<file path="src/inc/ipc_pkg.sv">
// Package for the interrupt priority control block: register map,
// field positions, reset values and timing counts.
// Assumes a 32-bit classic Wishbone slave port with byte addressing.
package ipc_pkg;
  // Register byte offsets
  localparam logic [7:0] IPC_OFS_PRIO9    = 8'h00;
  localparam logic [7:0] IPC_OFS_PRIO11   = 8'h04;
  localparam logic [7:0] IPC_OFS_PRIO15   = 8'h08;
  localparam logic [7:0] IPC_OFS_PRIO16   = 8'h0c;
  localparam logic [7:0] IPC_OFS_PRIO17   = 8'h10;
  localparam logic [7:0] IPC_OFS_VECSTAT  = 8'h14;
  localparam logic [7:0] IPC_OFS_CTRL1    = 8'h18;
  localparam logic [7:0] IPC_OFS_PEND     = 8'h1c;
  localparam logic [7:0] IPC_OFS_ENABLE   = 8'h20;
  localparam logic [7:0] IPC_OFS_CPUSTAT  = 8'h24;
  localparam logic [7:0] IPC_OFS_IRQ_STAT = 8'h28;
  localparam logic [7:0] IPC_OFS_IRQ_MASK = 8'h2c;

  // Source indices (11 user sources)
  localparam int IPC_NSRC      = 11;
  localparam int IPC_SRC_X3    = 0;
  localparam int IPC_SRC_X4    = 1;
  localparam int IPC_SRC_PP    = 2;
  localparam int IPC_SRC_X5    = 3;
  localparam int IPC_SRC_CAL   = 4;
  localparam int IPC_SRC_S1E   = 5;
  localparam int IPC_SRC_S2E   = 6;
  localparam int IPC_SRC_CRC   = 7;
  localparam int IPC_SRC_X6    = 8;
  localparam int IPC_SRC_X7    = 9;
  localparam int IPC_SRC_CANTX = 10;

  // Field low positions (3-bit fields), per source
  localparam int IPC_POS_LO  = 0;
  localparam int IPC_POS_MID = 4;
  localparam int IPC_POS_HI  = 8;
  localparam int IPC_POS_TOP = 12;

  localparam logic [2:0] IPC_PRIO_RST = 3'h4;   // Level 4 after reset
  localparam logic [2:0] IPC_PRIO_OFF = 3'h0;
  localparam logic [3:0] IPC_LVL_MAX_USER = 4'h7;
  localparam logic [3:0] IPC_LVL_TRAP_LO  = 4'h8;

  // Control register one fields
  localparam int IPC_NEST_DIS_BIT = 15;
  localparam int IPC_NTRAP        = 4;

  // Vector numbering: user source n maps to vector base + n
  localparam logic [6:0] IPC_VEC_BASE  = 7'h08;
  localparam logic [6:0] IPC_VEC_TRAP0 = 7'h00;

  // Timed disable length
  localparam int IPC_TIMED_IRQ_DISABLE_CYCLES = 16;

  // Interrupt status bits
  localparam int IPC_EV_TAKE = 0;
  localparam int IPC_EV_TRAP = 1;
  localparam int IPC_EV_TIMED_IRQ_DISABLE = 2;
  localparam int IPC_NEV     = 3;
endpackage : ipc_pkg

</file>
<file path="src/rtl/ipc_core.sv">
// Interrupt priority control: per-source 3-bit priorities, pending and
// enable flags, nesting, CPU level, timed disable, traps, vector status.
// Assumes a classic Wishbone master and a core that pulses take/return.
// The core samples cpu_irq_o and cpu_vector_o combinationally. It answers
// with one take pulse per accepted request. Every handler ends with one
// return pulse. Requests from peripherals and traps arrive synchronous to
// clk_i. Each is one cycle wide or held high; holding only re-sets the
// pending flag.
//
// Limitations a user should know:
// - The save stack holds DEPTH levels. A take beyond that is ignored, so
//   the core must not nest deeper than DEPTH handlers.
// - Writes need byte lanes 0 and 1. A narrower write is acknowledged but
//   changes nothing, which keeps the 16-bit registers whole.
// - The pending vector is shown even while the request is held back by
//   the CPU level, so software can see what is waiting.
`timescale 1ns/100ps
module ipc_core
  import ipc_pkg::*;
#(
  parameter int          TIMED_IRQ_DISABLE_CYCLES = IPC_TIMED_IRQ_DISABLE_CYCLES,
  parameter bit          HAS_CAN     = 1'b1,
  parameter int          DEPTH       = 8
) (
  input  wire logic                  clk_i,
  input  wire logic                  rst_i,
  input  wire logic                  cyc_i,
  input  wire logic                  stb_i,
  input  wire logic                  we_i,
  input  wire logic [7:0]            adr_i,
  input  wire logic [3:0]            sel_i,
  input  wire logic [31:0]           dat_i,
  output logic      [31:0]           dat_o,
  output logic                       ack_o,
  input  wire logic [IPC_NSRC-1:0]   src_req_i,
  input  wire logic [IPC_NTRAP-1:0]  trap_req_i,
  input  wire logic                  take_i,
  input  wire logic                  return_from_irq_i,
  input  wire logic                  timed_irq_disable_i,
  output logic                       cpu_irq_o,
  output logic      [6:0]            cpu_vector_o,
  output logic      [3:0]            cpu_level_now_o,
  output logic                       irq_o
);

  logic [2:0]          prio_r [IPC_NSRC];
  logic [IPC_NSRC-1:0] pend_r;
  logic [IPC_NSRC-1:0] en_r;
  logic                nest_dis_r;
  logic [IPC_NTRAP-1:0] trap_flag_r;
  logic [3:0]          lvl_r;
  logic [7:0]          status_low_byte_r;
  logic [3:0]          stk_lvl_r [DEPTH];
  logic [7:0]          stk_sr_r  [DEPTH];
  logic [$clog2(DEPTH+1)-1:0] sp_r;
  logic [15:0]         timed_irq_disable_cnt_r;
  logic [IPC_NEV-1:0]  ev_stat_r;
  logic [IPC_NEV-1:0]  ev_mask_r;
  logic                ack_r;

  // Bus decode: single-cycle ack, registered.
  // A write lands at the edge that takes the request, one edge before the
  // master sees ack. Read data is registered at that same edge, so it
  // stands beside ack. The !ack_r term stops a held strobe from being
  // taken again in the ack cycle. A master may keep stb high for the next request; it is taken one cycle after ack.
  logic wr_en;
  logic rd_en;
  assign rd_en = cyc_i && stb_i && !ack_r && !we_i;
  assign wr_en = cyc_i && stb_i && !ack_r && we_i && sel_i[0] && sel_i[1];
  assign ack_o = ack_r;

  always_ff @(posedge clk_i) begin
    if (rst_i) begin
      ack_r <= 1'b0;
    end else begin
      ack_r <= cyc_i && stb_i && !ack_r;
    end
  end

  // Register layout: which register and bit position holds each source.
  // Both the write path and the read path use these functions. The map is
  // then kept in one place, and a field cannot be written at one position
  // and read back at another.
  function automatic logic [7:0] src_ofs(input int s);
    case (s)
      IPC_SRC_X3, IPC_SRC_X4, IPC_SRC_PP:  src_ofs = (s == IPC_SRC_X3) ? IPC_OFS_PRIO9 :
                                                      IPC_OFS_PRIO11;
      IPC_SRC_X5, IPC_SRC_CAL:             src_ofs = IPC_OFS_PRIO15;
      IPC_SRC_S1E, IPC_SRC_S2E, IPC_SRC_CRC: src_ofs = IPC_OFS_PRIO16;
      default:                             src_ofs = IPC_OFS_PRIO17;
    endcase
  endfunction : src_ofs

  function automatic int src_pos(input int s);
    case (s)
      IPC_SRC_X3:    src_pos = IPC_POS_LO;
      IPC_SRC_X4:    src_pos = IPC_POS_HI;
      IPC_SRC_PP:    src_pos = IPC_POS_MID;
      IPC_SRC_X5:    src_pos = IPC_POS_MID;
      IPC_SRC_CAL:   src_pos = IPC_POS_HI;
      IPC_SRC_S1E:   src_pos = IPC_POS_MID;
      IPC_SRC_S2E:   src_pos = IPC_POS_HI;
      IPC_SRC_CRC:   src_pos = IPC_POS_TOP;
      IPC_SRC_X6:    src_pos = IPC_POS_LO;
      IPC_SRC_X7:    src_pos = IPC_POS_MID;
      default:       src_pos = IPC_POS_HI;
    endcase
  endfunction : src_pos

  // Effective level of a source: zero when off or absent.
  // A source counts only when it is pending and enabled. Its field must be
  // nonzero, and it must exist on this variant. Folding all of that into a
  // level of zero lets the arbiter treat every source the same way.
  logic [2:0] eff_lvl [IPC_NSRC];
  genvar g;
  generate
    for (g = 0; g < IPC_NSRC; g++) begin : g_src
      always_comb begin
        if (g == IPC_SRC_CANTX && !HAS_CAN) begin
          eff_lvl[g] = IPC_PRIO_OFF;
        end else if (pend_r[g] && en_r[g]) begin
          eff_lvl[g] = prio_r[g];
        end else begin
          eff_lvl[g] = IPC_PRIO_OFF;
        end
      end

      // Priority field storage; only the three field bits exist
      always_ff @(posedge clk_i) begin
        if (rst_i) begin
          prio_r[g] <= IPC_PRIO_RST;
        end else if (wr_en && adr_i == src_ofs(g)) begin
          prio_r[g] <= dat_i[src_pos(g) +: 3];
        end
      end
    end
  endgenerate

  // Arbitration: highest user level, then lowest index; traps above all.
  // The user loop runs from the top index down with >=. A tie therefore
  // goes to the lowest index, which also has the lowest vector. The trap
  // loop runs after it and overrides any user winner. Its lowest set trap
  // wins; traps are never compared against the CPU level.
  logic [3:0] best_lvl;
  logic [6:0] best_vec;
  logic       best_trap;
  logic [$clog2(IPC_NSRC)-1:0] best_idx;
  always_comb begin
    best_lvl  = 4'h0;
    best_vec  = 7'h00;
    best_trap = 1'b0;
    best_idx  = '0;
    for (int s = IPC_NSRC - 1; s >= 0; s--) begin
      if ({1'b0, eff_lvl[s]} != 4'h0 && {1'b0, eff_lvl[s]} >= best_lvl) begin
        best_lvl = {1'b0, eff_lvl[s]};
        best_vec = IPC_VEC_BASE + 7'(s);
        best_idx = ($clog2(IPC_NSRC))'(s);
      end
    end
    for (int t = IPC_NTRAP - 1; t >= 0; t--) begin
      if (trap_flag_r[t]) begin
        best_lvl  = IPC_LVL_TRAP_LO + 4'(t);
        best_vec  = IPC_VEC_TRAP0 + 7'(t);
        best_trap = 1'b1;
      end
    end
  end

  // Gating: CPU level, nesting, timed disable; traps bypass all.
  // A user request must beat the current CPU level strictly. Level 7
  // therefore shuts out every user source. With nesting disabled, nothing
  // user-level passes while any handler is stacked. The timed disable
  // holds back levels 1 to 6 only, so level 7 sources stay live.
  logic timed_irq_disable_act;
  logic in_isr;
  logic user_ok;
  assign timed_irq_disable_act = (timed_irq_disable_cnt_r != 16'h0000);
  assign in_isr   = (sp_r != '0);
  always_comb begin
    user_ok = (best_lvl > lvl_r);
    if (nest_dis_r && in_isr) begin
      user_ok = 1'b0;
    end
    if (timed_irq_disable_act && best_lvl < IPC_LVL_MAX_USER) begin
      user_ok = 1'b0;
    end
  end
  assign cpu_irq_o       = best_trap || (best_lvl != 4'h0 && user_ok);
  assign cpu_vector_o    = best_vec;
  assign cpu_level_now_o = lvl_r;

  // Pending flags: request sets, write-one clears, set wins. A flag that
  // stays set through return makes the source win again at once.
  // Set wins so that a request arriving in the clearing cycle is not lost.
  always_ff @(posedge clk_i) begin
    if (rst_i) begin
      pend_r <= '0;
    end else begin
      pend_r <= (wr_en && adr_i == IPC_OFS_PEND) ?
                ((pend_r & ~dat_i[IPC_NSRC-1:0]) | src_req_i) :
                (pend_r | src_req_i);
    end
  end

  always_ff @(posedge clk_i) begin
    if (rst_i) begin
      en_r <= '0;
    end else if (wr_en && adr_i == IPC_OFS_ENABLE) begin
      en_r <= dat_i[IPC_NSRC-1:0];
    end
  end

  // Control register one: nesting disable and trap flags.
  // Trap flags clear by writing zero to them. A flag left set keeps its
  // trap on offer, so the trap handler is entered again after return.
  always_ff @(posedge clk_i) begin
    if (rst_i) begin
      nest_dis_r  <= 1'b0;
      trap_flag_r <= '0;
    end else begin
      if (wr_en && adr_i == IPC_OFS_CTRL1) begin
        nest_dis_r  <= dat_i[IPC_NEST_DIS_BIT];
        trap_flag_r <= (trap_flag_r & dat_i[IPC_NTRAP-1:0]) | trap_req_i;
      end else begin
        trap_flag_r <= trap_flag_r | trap_req_i;
      end
    end
  end

  // CPU level and save stack; take pushes, return pops.
  // Take has priority over return. The core model never does both in one
  // cycle. A software write to the status byte is the lowest priority, so
  // a take in flight is never overwritten. The stack has no reset, because
  // its entries are read only after they have been pushed.
  always_ff @(posedge clk_i) begin
    if (rst_i) begin
      lvl_r             <= 4'h0;
      status_low_byte_r <= 8'h00;
      sp_r              <= '0;
    end else if (take_i && cpu_irq_o && sp_r != ($clog2(DEPTH+1))'(DEPTH)) begin
      stk_lvl_r[sp_r[$clog2(DEPTH)-1:0]] <= lvl_r;
      stk_sr_r[sp_r[$clog2(DEPTH)-1:0]]  <= status_low_byte_r;
      lvl_r <= best_lvl;
      status_low_byte_r <= {best_lvl[2:0], status_low_byte_r[4:0]};
      sp_r  <= sp_r + 1'b1;
    end else if (return_from_irq_i && in_isr) begin
      lvl_r             <= stk_lvl_r[sp_r[$clog2(DEPTH)-1:0] - 1'b1];
      status_low_byte_r <= stk_sr_r[sp_r[$clog2(DEPTH)-1:0] - 1'b1];
      sp_r              <= sp_r - 1'b1;
    end else if (wr_en && adr_i == IPC_OFS_CPUSTAT) begin
      status_low_byte_r <= dat_i[7:0];
      lvl_r <= {1'b0, dat_i[7:5]};
    end
  end

  // Timed disable counter; a new command restarts the period.
  // Restarting rather than adding keeps the worst-case hold-off bounded to
  // one period after the last command.
  always_ff @(posedge clk_i) begin
    if (rst_i) begin
      timed_irq_disable_cnt_r <= 16'h0000;
    end else if (timed_irq_disable_i) begin
      timed_irq_disable_cnt_r <= 16'(TIMED_IRQ_DISABLE_CYCLES);
    end else if (timed_irq_disable_act) begin
      timed_irq_disable_cnt_r <= timed_irq_disable_cnt_r - 16'h0001;
    end
  end

  // Event status, write one to clear, set wins; masked onto irq_o.
  // These events serve a debug or supervisor view and are independent of
  // the core request path above.
  logic [IPC_NEV-1:0] ev_set;
  assign ev_set = {timed_irq_disable_i, |trap_req_i, take_i && cpu_irq_o};
  always_ff @(posedge clk_i) begin
    if (rst_i) begin
      ev_stat_r <= '0;
      ev_mask_r <= '0;
    end else begin
      if (wr_en && adr_i == IPC_OFS_IRQ_STAT) begin
        ev_stat_r <= (ev_stat_r & ~dat_i[IPC_NEV-1:0]) | ev_set;
      end else begin
        ev_stat_r <= ev_stat_r | ev_set;
      end
      if (wr_en && adr_i == IPC_OFS_IRQ_MASK) begin
        ev_mask_r <= dat_i[IPC_NEV-1:0];
      end
    end
  end
  assign irq_o = |(ev_stat_r & ev_mask_r);

  // Read data, registered alongside ack; unmapped reads give zero.
  // The word is cleared first, and only implemented fields are laid over
  // it. Every unused bit therefore reads as zero whatever was written.
  always_ff @(posedge clk_i) begin
    if (rst_i) begin
      dat_o <= 32'h0000_0000;
    end else if (rd_en) begin
      dat_o <= 32'h0000_0000;
      for (int s = 0; s < IPC_NSRC; s++) begin
        if (adr_i == src_ofs(s)) begin
          dat_o[src_pos(s) +: 3] <= prio_r[s];
        end
      end
      case (adr_i)
        IPC_OFS_VECSTAT: dat_o[11:0] <= {lvl_r, 1'b0, best_vec};
        IPC_OFS_CTRL1:   dat_o[15:0] <= {nest_dis_r, 11'h000, trap_flag_r};
        IPC_OFS_PEND:    dat_o[IPC_NSRC-1:0] <= pend_r;
        IPC_OFS_ENABLE:  dat_o[IPC_NSRC-1:0] <= en_r;
        IPC_OFS_CPUSTAT: dat_o[7:0] <= status_low_byte_r;
        IPC_OFS_IRQ_STAT: dat_o[IPC_NEV-1:0] <= ev_stat_r;
        IPC_OFS_IRQ_MASK: dat_o[IPC_NEV-1:0] <= ev_mask_r;
        default: ;
      endcase
    end
  end

endmodule : ipc_core

</file>
<file path="config.mk">
export PLATFORM = sky130hd
export DESIGN_NAME = ipc_core
export DESIGN_NICKNAME = d
export VERILOG_FILES = /design/src/inc/ipc_pkg.sv /design/src/rtl/ipc_core.sv
export SDC_FILE = /design/constraint.sdc
export NUM_CORES = 1
export LEC_CHECK = 0
export BUFFER_PORTS_ARGS = -buffer_cell sky130_fd_sc_hd__clkbuf_2
export CORE_ASPECT_RATIO = 2
export CORE_MARGIN = 2
export CORE_UTILIZATION = 35
export CTS_BUF_LIST = sky130_fd_sc_hd__clkbuf_16
export DETAILED_ROUTE_END_ITERATION = 7
export GPL_TIMING_DRIVEN = 0
export PLACE_DENSITY = 0.52
export SYNTH_ARGS = -nofsm -noshare
export SYNTH_HDL_FRONTEND = slang
export SYNTH_SLANG_ARGS = --single-unit
</file>
<file path="constraint.sdc">
create_clock -name clk_i -period 16.7 [get_ports clk_i]
set_input_delay 0 -clock clk_i [delete_from_list [all_inputs] [get_ports clk_i]]
set_output_delay 0 -clock clk_i [all_outputs]
set_load 0.02 [all_outputs]
</file>
### Yosys cells after proc, flatten, opt, wreduce, memory -nomap -nowiden

Memory sizes are Yosys's and may differ from the RTL's.
Index checks and enable logic that the tools add are counted.

| operators by class | value |
|---|---|
| reduce and logical (&&, ||, !) cells | 70 |
| order comparisons | 12 |
| bitwise gates (word level) | 25 |
| shift operators | 22 |
| muxes and demuxes | 180 |
| equality and inequality tests | 17 |
| add/sub/neg operators | 15 |

Operators with widths:

| operator | count |
|---|---|
| 2-to-1 mux 32 bit | 64 |
| negator 32 -> 33 bit | 11 |
| variable shift 3 x 33 -> 32 bit (first input constant) | 11 |
| indexed part select 3 x 33 -> 32 bit | 11 |
| bitwise mux 32 bit | 10 |
| 2-to-1 mux 8 bit | 13 |
| 2-to-1 mux 7 bit | 14 |
| 2-to-1 mux 4 bit | 21 |
| 2-to-1 mux 3 bit | 24 |
| logical AND 1 bit | 44 |
| == test 8 bit | 5 |
| greater-or-equal comparator 3 x 4 -> 1 bit | 10 |
| nonzero test 3 bit | 12 |
| AND 32 bit | 1 |
| == test 8 x 5 -> 1 bit (second input constant) | 4 |
| == test 8 x 6 -> 1 bit (second input constant) | 4 |
| 2-to-1 mux 1 bit | 26 |
| case mux 5 bit (5 select lines) | 1 |
| bitwise OR 11 bit | 2 |
| case mux 3 bit (7 select lines) | 1 |
| == test 8 x 4 -> 1 bit (second input constant) | 2 |
| nonzero test 16 bit | 1 |
| subtractor 16 x 1 -> 16 bit (second input constant) | 1 |
| 2-to-1 mux 5 bit | 3 |
| 28 further kinds | 45 |

| word-level totals | value |
|---|---|
| output and inout port bits | 46 |
| RAM bits | 129 |
| flip-flop bits (word level) | 98 |
| memories | 3 |
| input port bits | 67 |

Memories:

| name | words | bits a word | read ports | clocked after Yosys merged registers in | write ports | RTL line | text |
|---|---|---|---|---|---|---|---|
| stk_sr_r | 8 | 8 | 1 | 0 | 1 | ipc_core.sv:54 | `logic [7:0] stk_sr_r [DEPTH];` |
| prio_r | 11 | 3 | 11 | 0 | 11 | ipc_core.sv:46 | `logic [2:0] prio_r [IPC_NSRC];` |
| stk_lvl_r | 8 | 4 | 1 | 0 | 1 | ipc_core.sv:53 | `logic [3:0] stk_lvl_r [DEPTH];` |

### Logic depth before layout (Yosys ltp)

Gate-level depths: netlist (run 1).

| logic depth | value |
|---|---|
| word-level depth | 54 |
| depth in mapped cells | 90 |
| depth with buffers taken out | 89 |

### Worst setup path before layout (run 1)

No wires, ideal clock.

| timing | value |
|---|---|
| path type | register to register |
| start | memory prio_r[9][2] |
| end | memory stk_lvl_r[2][0] (enable) |
| clock period less this slack | 16,141 ps |
| data arrival time | 15,728 ps |
| setup slack | 559 ps |
| cell stages (with the launch flop) | 84 |
| cell sequence | edfxtp_1 and3_1 ha_1 nand2_1 o21a_1 nor3_1 a2bb2oi_1 ha_1 a21oi_1 o21ai_4 and3_1 a22oi_1 inv_1 ha_1 nand2b_1 a21o_1 o21ai_0 a211o_1 [... 48 more ...] nand2b_1 a21o_1 a21o_1 o31ai_1 nand2_1 or3_1 o21a_2 o31a_4 ha_1 nor2b_1 o21ai_0 nand2b_1 a21oi_1 nor2_1 nand2_1 o21ai_2 inv_2 nor4_1 |

RTL lines:

| element | RTL line |
|---|---|
| start: declaration | ipc_core.sv:46 |
| end: declaration | ipc_core.sv:53 |

==> results of run 1 <==
==> per-layer routing <==
metal	GRT usage (%)	part of all wire [%]
met1	21.4	31
met2	45.9	56
met3	2.67	3.8
met4	17.9	8.8
met5	0	0
==> layout make-up <==
class | count | area (um^2) | share of cell area (%)
repair buffers | 180 | 1280 | 9.00
well taps | 427 | 534 | 3.75
clock buffers | 21 | 526 | 3.68
clock inverters | 15 | 128 | 0.895
plain buffers | 64 | 328 | 2.30
flip-flops and latches | 211 | 5520 | 38.7
multi-input cells | 792 | 5790 | 40.6
inverters | 40 | 155 | 1.09
==> repair_timing <==
action                     in CTS  in global routing
gates resized for setup        29                 57
setup endpoints to repair     117                115
hold buffers                   47                  0
hold endpoints to repair       61                  0
buffers inserted               10                 39
pin swaps                       7                 43
cloned                          0                  0
==> kinds of logic (layout without fill, tap and decap cells) <==
logic type	Yosys count	after routing	synth area share [%]
mux	50	50	7.45
compound gates	261	261	16.4
fa+ha+maj	33	33	3.72
xor+xnor	13	13	1.01
simple gates	417	417	18.3
buf+inv	105	320	4.27
other cells	1	18	0.0332
flops	211	211	48.8
==> worst paths after layout <==
| kind | start | to | slack (ns) |
|---|---|---|---|
| setup / recovery | prio_r[9][2] | sp_r[3] | 0.80 |
| hold / removal | adr_i[4] | prio_r[8][2] | 0.06 |
| setup reg to reg | prio_r[9][2] | sp_r[3] | 0.80 |
| hold reg to reg | dat_o[13] | dat_o[13] | 0.46 |
==> synthesized netlist by cell type (all sizes together), types with 4 or more instances <==
| cell type | n | area, um^2 |
|---|---|---|
| xor2 | 4 | 35.0 |
| nor2b | 8 | 57.6 |
| nor4 | 17 | 106 |
| nand2 | 122 | 460 |
| o21ai | 45 | 244 |
| o2111ai | 4 | 35.0 |
| o31a | 6 | 61.3 |
| nor3 | 17 | 106 |
| o21a | 11 | 83.8 |
| a31oi | 13 | 81.3 |
| xnor2 | 9 | 78.8 |
| a221oi | 9 | 78.8 |
| nand2b | 22 | 138 |
| nand3 | 38 | 190 |
| nor3b | 4 | 35.0 |
| mux4 | 24 | 541 |
| o311a | 4 | 41.3 |
| clkbuf | 34 | 128 |
| a311oi | 10 | 87.6 |
| inv | 39 | 146 |
| or2 | 5 | 31.3 |
| a21oi | 70 | 354 |
| and2 | 15 | 93.8 |
| a211oi | 16 | 143 |
| buf | 31 | 204 |
| ha | 32 | 400 |
| a222oi | 7 | 70.1 |
| edfxtp | 129 | 3870 |
| mux2 | 17 | 210 |
| and3 | 36 | 230 |
| a22oi | 12 | 90.1 |
| mux2i | 9 | 90.1 |
| or3 | 13 | 91.3 |
| nor2 | 103 | 389 |
| o311ai | 6 | 60.1 |
| o31ai | 4 | 30.0 |
| dfxtp | 82 | 1640 |
| nand3b | 5 | 37.5 |
| a31o | 5 | 43.8 |
| a21o | 13 | 97.6 |
==> power by group through the flow <==
stage                     Sequential [mW]  Clock (mW)  Combinational (mW)
after floorplan                     0.671           0               0.366
after global placement              0.694           0               0.489
after detailed placement            0.697           0               0.495
after CTS                           0.686       0.481               0.519
after global routing                0.694       0.496               0.583
final                               0.686       0.470               0.532
==> per-stage QoR <==
stage               cells  area (um^2)  TNS [ns]  power [mW]
finish               1750        14300         0        1.69
CTS                  1710        13700         0        1.69
global route         1750        14300     -1.54        1.77
detailed placement   1618        12400   -199.71        1.19
floorplan            1108        11400         0        1.04
global placement     1608        12300   -310.45        1.18
==> state kept, by name, indices dropped and copies added, names as in the netlist, 8 cells and up <==
signal                   flops
en_r                        11
dat_o                       16
prio_r                      33
pend_r                      11
status_low_byte_r            8
timed_irq_disable_cnt_r     16
stk_sr_r                    64
stk_lvl_r                   32
==> worst max-delay path: cells and delay by family, from the launching register on <==
kind	cells	cell delay [ns]
AO/OA/AOI/OAI	43	7.52
adder cells (fa/ha/maj)	12	3.21
AND/OR/NAND/NOR	26	4.01
buffers and inverters	6	0.58
flip-flops	1	0.42
==> flow_metrics.py, run 1 <==
metrics = {
    "run_status": {
        "status": "finished, final reports clean",
    },
    "pwr": {
        "internal-power_mw": 1.10,
        "switching_power_uw": 589,
        "seq_power_share_pct": 40.6,
        "swShare_pct": 34.9,
        "vdd_drop_max_uv": 62.7,
        "pwr-share-clk_pct": 27.8,
        "combinationalPowerShare_pct": 31.5,
        "p_leak_nw": 5.48,
        "power_density_mw_per_mm2": 118,
    },
    "global_routing": {
        "grt_pass1_vias": 9846,
        "grt_first_pass_wirelength_um": 58600,
        "grt_usage_pct": 23.7,
        "grt_overflow_total": 0,
        "grt_antenna_before_repair": 0,
        "grt_start_max_net_pins": 17,
    },
    "critical_path": {
        "path_max_fanout": 6,
        "arrival_ns": 16.30,
        "cp_slowest_stage_delay_ns": 0.42,
        "cp-start-kind": "flip-flop",
        "cp.required_ns": 17.09,
        "endpoint_kind": "flip-flop",
        "worstRegToRegCells": 87,
        "cp_common_cell": "ha_1",
        "cp_slowest_cell": "edfxtp_1",
        "crit_type": "reg2reg",
    },
    "finish": {
        "syn_to_final_growth_pct": 26.3,
        "drive_gt1_share_pct": 24.9,
        "final_common_cell": "edfxtp_1",
        "layout_common_cells": "edfxtp_1, nand2_1, nor2_1, buf_4, dfxtp_1",
        "utilization_pct": 44.6,
        "antenna_cells": 0,
        "nets": 1410,
        "num-fill-cells": 3066,
    },
    "yosys": {
        "ys_ff_latch": 211,
        "netlist_instances": 1091,
        "yosysSeqAreaShare_pct": 48.8,
        "synth_area_per_cell_um2": 10.4,
        "synth_area_mm2": 0.0113,
        "ys_warn_count": 0,
        "synthDistinctLibCells": 92,
        "synth_edf_count": 129,
        "synthArstFlopShare_pct": 0,
        "synth-main-ff-cell": "edfxtp_1",
    },
    "route": {
        "wl_per_cell_um": 23.0,
        "drt_pass1_iterations": 5,
        "routed_via_density": 5.52,
        "num_vias": 9661,
        "drc": 0,
        "drtAntennaViolNets": 0,
        "routed_wl_um": 40200,
        "dr.first_iter.drc_count": 595,
    },
    "place": {
        "place_hpwl_um": 30700,
        "globalplace.congestion": 1.01,
        "place_ws_ns": -2.21,
        "portBuffers": 73,
    },
    "clock_tree": {
        "cts-root-buf": "clkbuf_16",
        "cts_tree": "done",
        "cts_sinks": 211,
        "cts_buffers": 21,
        "htree_levels": 1,
        "worst_skew_pair.late_latency_ns": 0.53,
        "clockBufferDepth": 3,
        "clk_pin_slew_worst_paths_ns": 0.07,
    },
    "sta": {
        "slew_headroom_pct": 33.4,
        "hold_viol": 0,
        "finalCritPeriodShare_pct": 95.2,
        "hold_slack_ns": 0.0604,
        "fin_ws_ns": 0.797,
        "drv_slew": 0,
        "tightest_slew_ns": 0.995,
        "fmax_mhz": 62.9,
        "setup_viol": 0,
        "min_period_ns": 15.90,
        "fin_skew_ns": 0.0118,
    },
    "floorplanning": {
        "rows": 93,
        "core-area_mm2": 0.0320,
        "start_util_pct": 35.3,
        "die_area_mm2": 0.0338,
        "die_x_um": 131,
        "pin_count": 113,
        "die_h_um": 258,
    },
    "run": {
        "maxCapViolCount": 0,
    },
    "worst_hold_path": {
        "hold_class": "in2reg",
        "whs_path_depth": 4,
    },
}
Note: power is estimated with default switching activity, not from simulation.
==> run 2, diff against run 1 <==
==> constraint.sdc (replaced) <==
create_clock -name clk_i -period 16.7 [get_ports clk_i]
set_input_delay 3.34 -clock clk_i [delete_from_list [all_inputs] [get_ports clk_i]]
set_output_delay 3.34 -clock clk_i [all_outputs]
set_load 0.02 [all_outputs]
==> flow_metrics.py, run 2 (synthesized netlist as in run 1, its figures left out) <==
metrics = {
    "run_status": {
        "status": "finished, violations left",
        "violations": "negative setup slack",
    },
    "critical_path": {
        "crit_family": "compound AO/OA/AOI/OAI gates",
        "cp_common_cell": "ha_4",
        "path_max_fanout": 5,
        "crit_path_start": "prio_r[9][2]",
        "crit_end": "cpu_irq_o",
        "r2r_slack_ns": 0.69,
        "path_depth": 84,
        "crit_type": "reg2out",
        "rr_endpoint": "stk_lvl_r[6][1]",
        "cp_slowest_stage_delay_ns": 0.44,
        "worstRegToRegCells": 86,
        "r2r-start": "prio_r[9][2]",
        "cp_slowest_cell": "edfxtp_1",
        "path_buf_inv": 12,
        "arrival_ns": 14.66,
        "endpoint_kind": "primary output",
        "cp-start-kind": "flip-flop",
        "cp.required_ns": 13.36,
    },
    "finish": {
        "syn_to_final_growth_pct": 27.5,
        "num-fill-cells": 3084,
        "antenna_cells": 0,
        "drive_gt1_share_pct": 30.0,
        "layout_common_cells": "edfxtp_1, nand2_1, nor2_1, buf_4, dfxtp_1",
        "nets": 1381,
        "final_common_cell": "edfxtp_1",
        "largest_reg_flops": 64,
    },
    "worst_hold_path": {
        "hold_class": "reg2reg",
    },
    "pwr": {
        "p_leak_nw": 5.47,
        "totalPowerFinal_mw": 1.65,
        "vdd_drop_max_uv": 76.5,
        "power_density_mw_per_mm2": 115,
    },
    "clock_tree": {
        "cts-root-buf": "clkbuf_16",
        "htree_levels": 1,
        "cts_buffers": 20,
        "clk_pin_slew_worst_paths_ns": 0.07,
        "cts_sinks": 211,
        "worst_skew_pair.late_latency_ns": 0.51,
        "cts_tree": "done",
        "hold_buffers": 0,
        "clockBufferDepth": 3,
    },
    "sta": {
        "finalCritPeriodShare_pct": 108,
        "drv_slew": 0,
        "rsz0062_at_grt": "true",
        "hold_viol": 0,
        "slew_headroom_pct": 20.9,
        "fin_ws_ns": -1.30,
        "setup_viol": 6,
        "tightest_slew_ns": 1.18,
        "fmax_mhz": 55.6,
        "min_period_ns": 18.00,
        "hold_slack_ns": 0.460,
        "fin_skew_ns": 0.0102,
        "final.setup.tns_ns": -2.99,
    },
    "floorplanning": {
        "pin_count": 113,
        "die_x_um": 131,
        "start_util_pct": 35.3,
        "die_area_mm2": 0.0338,
        "core-area_mm2": 0.0320,
        "rows": 93,
        "die_h_um": 258,
    },
    "route": {
        "num_vias": 9568,
        "drt_pass1_iterations": 7,
        "routed_via_density": 5.56,
        "wl_per_cell_um": 23.4,
        "routed_wl_um": 40400,
        "dr.first_iter.drc_count": 582,
        "drc": 0,
        "drtAntennaViolNets": 0,
    },
    "run": {
        "maxCapViolCount": 0,
    },
    "place": {
        "globalplace.congestion": 0.968,
        "place_ws_ns": -2.44,
        "portBuffers": 73,
        "place_hpwl_um": 30900,
    },
    "global_routing": {
        "grt_start_max_net_pins": 18,
        "grt_pass1_vias": 9723,
        "grt_usage_pct": 23.9,
        "grt_antenna_before_repair": 0,
        "grt_overflow_total": 0,
        "grt_first_pass_wirelength_um": 59500,
    },
}
==> run 2: cell count changes in the layout (fill, tap and decap cells not counted), sizes merged <==
| cell | before | now |
|---|---|---|
| bufinv | 1 | 2 |
| buf | 91 | 113 |
| inv | 43 | 44 |
| clkinv | 9 | 6 |
| clkbuf | 127 | 124 |
| dlygate4sd3 | 47 | 0 |
| clkinvlp | 2 | 3 |
==> run 2: timing repair <==
item | in CTS | in global routing
resized for setup | 102 | 50
buffers inserted | 53 | 17
cloned | 0 | 0
pin swaps | 56 | 60
setup endpoints to repair | 113 | 105
==> run 2: tightest hold or removal path, stage by stage, from the launching register on <==
cell and delay [ns]:
dfxtp_1 0.32, nand2_1 0.05, a21oi_1 0.05
==> run 2: layout make-up <==
type                            instances  area [um^2]  share of cell area (%)
Buffer                                 64          328                    2.28
Tap cell                              427          534                    3.71
Sequential cell                       211         5530                    38.4
Inverter                               40          153                    1.06
Multi-Input combinational cell        792         6150                    42.8
Timing Repair Buffer                  152         1050                    7.32
Clock inverter                         15          121                   0.843
Clock buffer                           21          526                    3.65
==> run 2: worst min-delay path by stage <==
| stage | start | end | slack (ns) | cells after the start |
|---|---|---|---|---|
| after floorplan | nest_dis_r | nest_dis_r | 0.45 | 2 |
| after global placement | dat_o[12] | dat_o[12] | 0.44 | 2 |
| after detailed placement | dat_o[13] | dat_o[13] | 0.45 | 2 |
| after CTS | dat_o[13] | dat_o[13] | 0.46 | 2 |
| after global routing | dat_o[12] | dat_o[12] | 0.49 | 2 |
| final | dat_o[13] | dat_o[13] | 0.46 | 2 |
==> run 2: stage by stage <==
| step | util, % | std cells | cell area [um^2] |
|---|---|---|---|
| 2_1_floorplan | - | 1108 | 11500 |
| 3_3_place_gp | 38.7 | 1608 | 12400 |
| 3_5_place_dp | 39.0 | 1620 | 12500 |
| 4_1_cts | 43.8 | 1707 | 14000 |
| 5_1_grt | 45.0 | 1722 | 14400 |
| 6_report | 45.0 | 1722 | 14400 |
==> run 2: where the power goes <==
part | total, mW | internal, mW | switching [mW]
clock | 0.462 | 0.259 | 0.203
sequential | 0.686 | 0.620 | 0.0661
combinational | 0.507 | 0.215 | 0.292
==> run 2: layer usage <==
| layer | vias up | routed length [um] | GRT usage, % |
|---|---|---|---|
| met4 | 0 | 3730 | 17.2 |
| met2 | 331 | 22300 | 46.5 |
| met1 | 4633 | 12800 | 21.5 |
| li1 | 4450 | - | - |
| met5 | - | 0 | 0 |
| met3 | 154 | 1540 | 2.90 |
